File: config.mk
export PLATFORM = sky130hd
export DESIGN_NAME = ext_bus_ctrl
export DESIGN_NICKNAME = d
export VERILOG_FILES = /design/src/design/ebc_pkg.sv /design/src/design/ext_bus_ctrl.sv
export SDC_FILE = /design/constraint.sdc
export NUM_CORES = 1
export LEC_CHECK = 0
export BUFFER_PORTS_ARGS = -buffer_cell sky130_fd_sc_hd__buf_2
export CAP_MARGIN = 15
export CORE_MARGIN = 2
export CORE_UTILIZATION = 57
export CTS_BUF_LIST = sky130_fd_sc_hd__clkbuf_8
export CTS_CLUSTER_SIZE = 40
export DETAILED_ROUTE_END_ITERATION = 12
export GPL_TIMING_DRIVEN = 0
export PLACE_DENSITY = 0.93
export SLEW_MARGIN = 20
export SYNTH_ARGS = -nofsm -noshare
export SYNTH_HDL_FRONTEND = slang
export SYNTH_SLANG_ARGS = --single-unit
File: constraint.sdc
create_clock -name core_clk -period 9.01 [get_ports core_clk]
set_clock_uncertainty 0.2 [all_clocks]
set_input_delay 2.2525 -clock core_clk [delete_from_list [all_inputs] [get_ports core_clk]]
set_output_delay 2.2525 -clock core_clk [all_outputs]
set_load 0.02 [all_outputs]
File: src/design/ebc_pkg.sv
/*
 external bus cycle controller: register map, field layout, reset values, phase type.
 assumes an AXI4-Lite master with 32-bit data and byte offsets in the low address bits.
*/
// Summary of operation
// RQ1: five phases in fixed order per cycle
// RQ2: phase lengths from per-select timing register
// RQ3: setup 1-2 periods, +0-3 on window change
// RQ4: delay/hold 0-3, data setup 0-1 periods
// RQ5: access 1-32 periods, ready may extend
// RQ6: read data captured as strobe ends
// RQ7: address change cannot corrupt captured read
// RQ8: memory may drop data after strobe rises
// RQ9: mux shares lines, demux splits them
// RQ10: reference clock runs at system clock
// RQ11: inactive ready inserts wait, active ends
// RQ12: ready polarity selectable, async adds stage
// RQ13: memory removes ready before next sample
// RQ14: zero-length phase is skipped same edge
package ebc_pkg;
	localparam int REG_AW     = 8;
	localparam int ADDR_LINES = 24;
	localparam int DATA_LINES = 16;

	localparam logic [REG_AW-1:0] OFF_CTRL  = 8'h00;
	localparam logic [REG_AW-1:0] OFF_ADDR  = 8'h04;
	localparam logic [REG_AW-1:0] OFF_CMD   = 8'h08;
	localparam logic [REG_AW-1:0] OFF_WDATA = 8'h0C;
	localparam logic [REG_AW-1:0] OFF_STAT  = 8'h10;
	localparam logic [REG_AW-1:0] OFF_RDATA = 8'h14;
	localparam logic [2:0]        TCFG_PAGE = 3'h1;

	localparam int        CTRL_RPOL   = 0;
	localparam int        CTRL_RASYNC = 1;
	localparam int        CTRL_REFEN  = 2;
	localparam int        CTRL_W      = 3;
	localparam logic [2:0] CTRL_RST   = 3'h1;

	localparam int CMD_WR  = 0;
	localparam int CMD_BHE = 1;
	localparam int CMD_CS  = 8;

	localparam int         CFG_AB  = 0;
	localparam int         CFG_C   = 1;
	localparam int         CFG_D   = 3;
	localparam int         CFG_E   = 4;
	localparam int         CFG_F   = 9;
	localparam int         CFG_WIN = 11;
	localparam int         CFG_RDY = 13;
	localparam int         CFG_MUX = 14;
	localparam int         CFG_W   = 15;
	localparam logic [14:0] CFG_RST = 15'h0000;

	localparam logic [1:0] RESP_OKAY   = 2'h0;
	localparam logic [1:0] RESP_SLVERR = 2'h2;

	typedef enum logic [2:0] {PH_IDLE, PH_AB, PH_C, PH_D, PH_E, PH_F} ph_type;
endpackage

File: src/design/ext_bus_ctrl.sv
/*
 external bus cycle controller: runs phased read/write cycles on a parallel bus,
 programmed over AXI4-Lite. assumes the memory is timed to bus_ref_clock and
 that ready_in may be asynchronous to core_clk.
*/
`timescale 1ns/10ps
module ext_bus_ctrl #(
	parameter int NUM_CS = 2
) (
	input  wire logic                             core_clk,           // system clock
	input  wire logic                             nrst,               // sync reset, active low
	input  wire logic                             s_axi_awvalid,      // write address valid
	output logic                                  s_axi_awready,      // write address ready
	input  wire logic [ebc_pkg::REG_AW-1:0]       s_axi_awaddr,       // write byte address
	input  wire logic                             s_axi_wvalid,       // write data valid
	output logic                                  s_axi_wready,       // write data ready
	input  wire logic [31:0]                      s_axi_wdata,        // write data
	input  wire logic [3:0]                       s_axi_wstrb,        // byte strobes
	output logic                                  s_axi_bvalid,       // write response valid
	input  wire logic                             s_axi_bready,       // write response ready
	output logic [1:0]                            s_axi_bresp,        // write response
	input  wire logic                             s_axi_arvalid,      // read address valid
	output logic                                  s_axi_arready,      // read address ready
	input  wire logic [ebc_pkg::REG_AW-1:0]       s_axi_araddr,       // read byte address
	output logic                                  s_axi_rvalid,       // read data valid
	input  wire logic                             s_axi_rready,       // read data ready
	output logic [31:0]                           s_axi_rdata,        // read data
	output logic [1:0]                            s_axi_rresp,        // read response
	output logic [NUM_CS-1:0]                     cs_n,               // chip selects
	output logic                                  ale,                // address latch enable
	output logic                                  rd_n,               // read strobe
	output logic                                  wr_n,               // write strobe
	output logic                                  byte_high_enable_n, // upper byte enable
	output logic [ebc_pkg::ADDR_LINES-1:0]        addr_lines,         // address lines
	input  wire logic [ebc_pkg::DATA_LINES-1:0]   shared_addr_data_i, // shared lines in
	output logic [ebc_pkg::DATA_LINES-1:0]        shared_addr_data_o, // shared lines out
	output logic                                  shared_addr_data_oe_n, // low drives shared lines
	input  wire logic [ebc_pkg::DATA_LINES-1:0]   data_lines_i,       // data lines in
	output logic [ebc_pkg::DATA_LINES-1:0]        data_lines_o,       // data lines out
	output logic                                  data_lines_oe_n,    // low drives data lines
	input  wire logic                             ready_in,           // ready handshake pin
	output logic                                  bus_ref_clock       // reference clock out
);
	import ebc_pkg::*;

	localparam int CSW = (NUM_CS > 1) ? $clog2(NUM_CS) : 1;

	typedef struct packed {
		logic                               awready;
		logic                               wready;
		logic                               bvalid;
		logic [1:0]                         bresp;
		logic                               arready;
		logic                               rvalid;
		logic [31:0]                        rdata;
		logic [1:0]                         rresp;
		logic                               aw_ok;
		logic [REG_AW-1:0]                  aw_off;
		logic                               w_ok;
		logic [31:0]                        wd;
		logic [3:0]                         ws;
		logic [CTRL_W-1:0]                  ctrl;
		logic [ADDR_LINES-1:0]              addr;
		logic [DATA_LINES-1:0]              wdat;
		logic [DATA_LINES-1:0]              rdat;
		logic [NUM_CS-1:0][CFG_W-1:0]       tcfg;
		logic [CSW-1:0]                     cs;
		logic [CSW-1:0]                     last_cs;
		logic                               wr;
		logic                               byte_high_enable;
		ph_type                             ph;
		logic [4:0]                         cnt;
		logic [2:0]                         rsync;
		logic                               rlvl;
		logic                               rx;
		logic [NUM_CS-1:0]                  cs_n;
		logic                               ale;
		logic                               rd_n;
		logic                               wr_n;
		logic                               bhe_n;
		logic [DATA_LINES-1:0]              sad_o;
		logic                               sad_oe_n;
		logic [DATA_LINES-1:0]              dat_o;
		logic                               dat_oe_n;
	} st_type;

	st_type           st_r;
	st_type           st_nxt;
	logic [CFG_W-1:0] cfg;
	logic             rdy_act;
	logic             win;
	logic [31:0]      wv;
	logic [32:0]      rv;
	logic             mux;

	function automatic logic [5:0] plen(ph_type p, logic [CFG_W-1:0] c, logic w);
		plen = 6'h00;
		unique case (p)
			PH_AB:   plen = 6'h01 + {5'h00, c[CFG_AB]} + (w ? {4'h0, c[CFG_WIN+:2]} : 6'h00); // see RQ3
			PH_C:    plen = {4'h0, c[CFG_C+:2]}; // see RQ4
			PH_D:    plen = {5'h00, c[CFG_D]}; // see RQ4
			PH_E:    plen = {1'h0, c[CFG_E+:5]} + 6'h01; // see RQ5
			PH_F:    plen = {4'h0, c[CFG_F+:2]}; // see RQ4
			PH_IDLE: plen = 6'h00;
		endcase
	endfunction

	// next phase with a nonzero length
	function automatic ph_type nxt(ph_type p, logic [CFG_W-1:0] c);
		nxt = PH_IDLE;
		unique case (p)
			PH_AB:   nxt = (c[CFG_C+:2] != 2'h0) ? PH_C : (c[CFG_D] ? PH_D : PH_E); // see RQ14
			PH_C:    nxt = c[CFG_D] ? PH_D : PH_E; // see RQ14
			PH_D:    nxt = PH_E;
			PH_E:    nxt = (c[CFG_F+:2] != 2'h0) ? PH_F : PH_IDLE; // see RQ14
			PH_F:    nxt = PH_IDLE;
			PH_IDLE: nxt = PH_IDLE;
		endcase
	endfunction

	function automatic logic [31:0] mrg(logic [31:0] o, logic [31:0] d, logic [3:0] s);
		mrg = o;
		for (int b = 0; b < 4; b++) begin
			if (s[b]) begin
				mrg[8*b+:8] = d[8*b+:8];
			end
		end
	endfunction

	function automatic logic tcfg_hit(logic [REG_AW-1:0] o);
		tcfg_hit = (o[7:5] == TCFG_PAGE) && (o[1:0] == 2'h0) && (int'(o[4:2]) < NUM_CS);
	endfunction

	// {ok, value} of a register
	function automatic logic [32:0] regrd(st_type s, logic [REG_AW-1:0] o);
		regrd = {1'h1, 32'h00000000};
		if (o == OFF_CTRL) begin
			regrd[CTRL_W-1:0] = s.ctrl;
		end else if (o == OFF_ADDR) begin
			regrd[ADDR_LINES-1:0] = s.addr;
		end else if (o == OFF_CMD) begin
			regrd[CMD_WR] = s.wr;
			regrd[CMD_BHE] = s.byte_high_enable;
			regrd[CMD_CS+:CSW] = s.cs;
		end else if (o == OFF_WDATA) begin
			regrd[DATA_LINES-1:0] = s.wdat;
		end else if (o == OFF_STAT) begin
			regrd[0] = (s.ph != PH_IDLE);
		end else if (o == OFF_RDATA) begin
			regrd[DATA_LINES-1:0] = s.rdat;
		end else if (tcfg_hit(o)) begin
			regrd[CFG_W-1:0] = s.tcfg[CSW'(o[4:2])];
		end else begin
			regrd[32] = 1'h0;
		end
	endfunction

	always_comb begin
		st_nxt = st_r;
		cfg = st_r.tcfg[st_r.cs]; // see RQ2
		win = 1'h0;
		wv = 32'h00000000;
		rv = 33'h000000000;

		// ready pin: third stage agreeing with second sets the level
		st_nxt.rsync = {st_r.rsync[1:0], ready_in};
		if (st_r.rsync[2] == st_r.rsync[1]) begin
			st_nxt.rlvl = st_r.rsync[2];
		end
		st_nxt.rx = st_r.rlvl;
		rdy_act = (st_r.ctrl[CTRL_RASYNC] ? st_r.rx : st_r.rlvl) == st_r.ctrl[CTRL_RPOL]; // see RQ12

		// phase sequencer
		if (st_r.ph != PH_IDLE) begin // see RQ1
			if (st_r.cnt != 5'h00) begin
				st_nxt.cnt = st_r.cnt - 5'h01;
			end else if (st_r.ph == PH_E && cfg[CFG_RDY] && !rdy_act) begin
				st_nxt.cnt = 5'h00; // see RQ11
			end else begin
				if (st_r.ph == PH_E && !st_r.wr) begin
					// pins sampled on the edge that ends the strobe
					st_nxt.rdat = cfg[CFG_MUX] ? shared_addr_data_i : data_lines_i; // see RQ6 RQ7 RQ8
				end
				st_nxt.ph = nxt(st_r.ph, cfg);
				st_nxt.cnt = 5'(plen(st_nxt.ph, cfg, 1'h0) - 6'h01);
			end
		end

		// write channel
		if (s_axi_awvalid && st_r.awready) begin
			st_nxt.aw_ok = 1'h1;
			st_nxt.aw_off = s_axi_awaddr;
		end
		if (s_axi_wvalid && st_r.wready) begin
			st_nxt.w_ok = 1'h1;
			st_nxt.wd = s_axi_wdata;
			st_nxt.ws = s_axi_wstrb;
		end
		if (st_r.bvalid && s_axi_bready) begin
			st_nxt.bvalid = 1'h0;
		end
		if (st_r.aw_ok && st_r.w_ok && !st_r.bvalid) begin
			rv = regrd(st_r, st_r.aw_off);
			wv = mrg(rv[31:0], st_r.wd, st_r.ws);
			st_nxt.bresp = RESP_OKAY;
			if (st_r.aw_off == OFF_CTRL) begin
				st_nxt.ctrl = wv[CTRL_W-1:0];
			end else if (st_r.aw_off == OFF_ADDR) begin
				st_nxt.addr = wv[ADDR_LINES-1:0];
			end else if (st_r.aw_off == OFF_WDATA) begin
				st_nxt.wdat = wv[DATA_LINES-1:0];
			end else if (st_r.aw_off == OFF_CMD) begin
				if (st_r.ph != PH_IDLE || !st_r.ws[0] || int'(wv[CMD_CS+:CSW]) >= NUM_CS) begin
					st_nxt.bresp = RESP_SLVERR;
				end else begin
					st_nxt.wr = wv[CMD_WR];
					st_nxt.byte_high_enable = wv[CMD_BHE];
					st_nxt.cs = wv[CMD_CS+:CSW];
					win = (st_nxt.cs != st_r.last_cs);
					st_nxt.last_cs = st_nxt.cs;
					st_nxt.ph = PH_AB; // see RQ1
					st_nxt.cnt = 5'(plen(PH_AB, st_r.tcfg[st_nxt.cs], win) - 6'h01); // see RQ3
				end
			end else if (tcfg_hit(st_r.aw_off)) begin
				st_nxt.tcfg[CSW'(st_r.aw_off[4:2])] = wv[CFG_W-1:0]; // see RQ2
			end else if (!rv[32]) begin
				st_nxt.bresp = RESP_SLVERR;
			end
			st_nxt.bvalid = 1'h1;
			st_nxt.aw_ok = 1'h0;
			st_nxt.w_ok = 1'h0;
		end
		st_nxt.awready = !st_nxt.aw_ok;
		st_nxt.wready = !st_nxt.w_ok;

		// read channel
		if (st_r.rvalid && s_axi_rready) begin
			st_nxt.rvalid = 1'h0;
		end
		if (s_axi_arvalid && st_r.arready) begin
			rv = regrd(st_r, s_axi_araddr);
			st_nxt.rvalid = 1'h1;
			st_nxt.rdata = rv[31:0];
			st_nxt.rresp = rv[32] ? RESP_OKAY : RESP_SLVERR;
		end
		st_nxt.arready = !st_nxt.rvalid;

		// pin levels for the coming phase
		mux = st_nxt.tcfg[st_nxt.cs][CFG_MUX];
		for (int i = 0; i < NUM_CS; i++) begin
			st_nxt.cs_n[i] = !(st_nxt.ph != PH_IDLE && st_nxt.cs == CSW'(i));
		end
		st_nxt.ale = (st_nxt.ph == PH_AB);
		st_nxt.rd_n = !(st_nxt.ph == PH_E && !st_nxt.wr);
		st_nxt.wr_n = !(st_nxt.ph == PH_E && st_nxt.wr);
		st_nxt.bhe_n = !(st_nxt.ph != PH_IDLE && st_nxt.byte_high_enable);
		st_nxt.sad_o = st_nxt.addr[DATA_LINES-1:0];
		st_nxt.sad_oe_n = 1'h1;
		st_nxt.dat_o = st_nxt.wdat;
		st_nxt.dat_oe_n = 1'h1;
		if (mux) begin
			if (st_nxt.ph == PH_AB || st_nxt.ph == PH_C) begin
				st_nxt.sad_oe_n = 1'h0; // see RQ9
			end else if (st_nxt.ph != PH_IDLE && st_nxt.wr) begin
				st_nxt.sad_o = st_nxt.wdat; // see RQ9
				st_nxt.sad_oe_n = 1'h0;
			end
		end else if (st_nxt.wr && (st_nxt.ph == PH_D || st_nxt.ph == PH_E || st_nxt.ph == PH_F)) begin
			st_nxt.dat_oe_n = 1'h0; // see RQ9
		end
	end

	always_ff @(posedge core_clk) begin
		if (!nrst) begin
			st_r <= '0;
			st_r.awready <= 1'h1;
			st_r.wready <= 1'h1;
			st_r.arready <= 1'h1;
			st_r.ctrl <= CTRL_RST;
			st_r.tcfg <= {NUM_CS{CFG_RST}};
			st_r.ph <= PH_IDLE;
			st_r.cs_n <= '1;
			st_r.rd_n <= 1'h1;
			st_r.wr_n <= 1'h1;
			st_r.bhe_n <= 1'h1;
			st_r.sad_oe_n <= 1'h1;
			st_r.dat_oe_n <= 1'h1;
		end else begin
			st_r <= st_nxt;
		end
	end

	assign s_axi_awready = st_r.awready;
	assign s_axi_wready = st_r.wready;
	assign s_axi_bvalid = st_r.bvalid;
	assign s_axi_bresp = st_r.bresp;
	assign s_axi_arready = st_r.arready;
	assign s_axi_rvalid = st_r.rvalid;
	assign s_axi_rdata = st_r.rdata;
	assign s_axi_rresp = st_r.rresp;
	assign cs_n = st_r.cs_n;
	assign ale = st_r.ale;
	assign rd_n = st_r.rd_n;
	assign wr_n = st_r.wr_n;
	assign byte_high_enable_n = st_r.bhe_n;
	assign addr_lines = st_r.addr;
	assign shared_addr_data_o = st_r.sad_o;
	assign shared_addr_data_oe_n = st_r.sad_oe_n;
	assign data_lines_o = st_r.dat_o;
	assign data_lines_oe_n = st_r.dat_oe_n;
	// system clock gated onto the pin, so one period per system clock
	assign bus_ref_clock = core_clk & st_r.ctrl[CTRL_REFEN]; // see RQ10
endmodule // ext_bus_ctrl

==> flow_summary.json <==
{
  "status": "finished clean",
  "viasPerCell": 6.17,
  "async_flop_share": 0,
  "drive_gt1_frac": 0.232,
  "grt.overflow.total": 0,
  "ir_worst_vdd_v": 0.000115,
  "die_x_um": 140,
  "worstHoldStart": "st_nxt[43]$_SDFF_PN0_",
  "cpPeakStageDelay_ns": 0.15,
  "final_common_cell": "nand2_1",
  "setup_viol": 0,
  "worstHoldPathCells": 1,
  "hold-path-endpoint": "st_nxt[44]$_SDFF_PN0_",
  "diodes": 0,
  "cts_hold_buf": 0,
  "drtIter0Drc": 1256,
  "yosys_warnings": 0,
  "powerDensity_nw_per_um2": 143,
  "r2r_setup_slack_ns": 4.26,
  "r2r-start": "st_r[190]$_SDFFE_PN0P_",
  "synthFlopType": "dfxtp_1",
  "cts_setup_buffers": 0,
  "final_cell_mix": "nand2_1 (229), dfxtp_1 (198), buf_2 (180)",
  "avgSynthCellArea_um2": 8.43,
  "ios": 198,
  "drv_slew": 0,
  "numPortBuffers": 176,
  "reg2reg_depth": 16,
  "tns_ns": 0,
  "dp_hpwl_um": 28400,
  "final_hold_viol_count": 0,
  "crit_type": "clock port to output pin",
  "nNetsFinal": 1563,
  "r2r-end": "st_r[47]$_SDFF_PN0_",
  "worst_pin_slew_ns": 1.11,
  "end_kind": "output pin",
  "path_clk_slew_ns": 0.12,
  "crit_arrival_ns": 5.02,
  "syn_area_um2": 10600,
  "drc": 0,
  "crit_fanout": 2,
  "synthDistinctLibCells": 73,
  "grt_max_degree": 22,
  "cts_tree": "built",
  "max_slew_margin": 0.258,
  "routed_wl_um": 36500,
  "post_cts_resized": 0,
  "synth_edf_count": 0,
  "die_area_um2": 19700,
  "area_growth_pct": 16.0,
  "crit_chain": "clkbuf_8 -> clkbuf_8 -> and2_1 -> buf_2",
  "wl_per_cell_um": 21.4,
  "rsz0062_at_grt": "false",
  "fin_total_pwr_uw": 1750,
  "seq_area_frac_synth": 0.374,
  "num_vias": 10529,
  "drv_cap": 0,
  "first_pass_iters": 9,
  "p_leak_uw": 0.00527,
  "core_area_um2": 18100,
  "ys_seq_elements": 198,
  "synthCells": 1257,
  "row_count": 49,
  "hold_path.class": "flip-flop to flip-flop",
  "cpMaxStageDelayCell": "buf_2",
  "antenna_left": 0,
  "antenna_found_initial": 1,
  "start_util": 0.586,
  "grt_pass1_vias": 9879,
  "grt_pass1_wl_um": 55200,
  "crit_top_cell": "clkbuf_8",
  "die_h_um": 140,
  "startpoint_type": "clock port",
  "place.gp.congestion": 1.07,
  "clk-insertion-delay-late_ns": 0.61,
  "cp.required_ns": 6.56,
  "grt_use_total": 0.368
}
-- through the flow --
step	cells	utilization	instance area (um^2)	hold WS [ns]	setup slack [ns]
after floorplan	1266	-	10600	0.212	1.85
after global placement	1671	0.652	11800	0.226	1.78
after detailed placement	1671	0.653	11800	0.236	1.78
after CTS	1706	0.679	12300	0.260	1.53
after global routing	1706	0.679	12300	0.283	1.52
final	1706	0.679	12300	0.256	1.53
-- cell families (layout without fill, tap and decap cells) --
group	after synthesis	count (layout)	synth area share
flip-flops	198	198	0.374
other	1	10	0.000354
multiplexers	60	60	0.0591
AND/OR/NAND/NOR	451	451	0.213
adder cells (fa/ha/maj)	7	7	0.00826
XOR/XNOR	6	6	0.00496
AO/OA/AOI/OAI	343	343	0.237
buffers and inverters	191	402	0.103
-- critical path: cells and delay by family --
family / cells / cell delay (ns)
buf+inv: 3 / 0.37
simple gates: 1 / 0.14
-- cell usage after synthesis (all sizes together) (11+ instances only) --
library cell / n / share of area
a21boi: 77 / 0.055
a21oi: 46 / 0.022
a221oi: 16 / 0.013
a222oi: 12 / 0.011
a22o: 14 / 0.012
a22oi: 29 / 0.021
a2bb2oi: 11 / 0.0091
and2: 56 / 0.033
buf: 106 / 0.073
clkbuf: 74 / 0.026
dfxtp: 198 / 0.37
inv: 11 / 0.0039
mux2: 21 / 0.022
mux2i: 39 / 0.037
nand2: 229 / 0.081
nand2b: 15 / 0.0089
nand3: 18 / 0.0085
nor2: 25 / 0.0096
nor2b: 43 / 0.025
nor3: 18 / 0.0085
o211a: 20 / 0.019
o21ai: 53 / 0.025
o31a: 13 / 0.011
-- power by group --
part	internal [uW]	total (uW)	leakage (uW)	switching [uW]
sequential	890	902	0.00160	11.7
clock	270	656	0.000249	386
combinational	67.1	194	0.00342	127
-- layer usage --
metal,up-vias,share of wire,GRT usage
met3,171,0.10,0.0875
met5,-,0,0
met4,0,0.064,0.203
met1,4861,0.38,0.448
met2,711,0.45,0.601
li1,4786,-,-
-- area by class of cell --
cell class	count	area, um^2
Tap cell	229	287
Inverter	11	41.3
Fill cell	1442	5800
Sequential cell	198	3960
Multi-Input combinational cell	877	5590
Clock buffer	21	280
Buffer	180	1050
Timing Repair Buffer	175	876
Clock inverter	15	204
-- worst max path at each step --
| stage | start | to | slack (ns) | cells past startpoint |
|---|---|---|---|---|
| after floorplan | core_clk | bus_ref_clock | 1.85 | 1 |
| after global placement | core_clk | bus_ref_clock | 1.78 | 2 |
| after detailed placement | core_clk | bus_ref_clock | 1.78 | 2 |
| after CTS | core_clk | bus_ref_clock | 1.53 | 4 |
| after global routing | core_clk | bus_ref_clock | 1.52 | 4 |
| final | core_clk | bus_ref_clock | 1.53 | 4 |
Power figures use the tool's default switching activity.
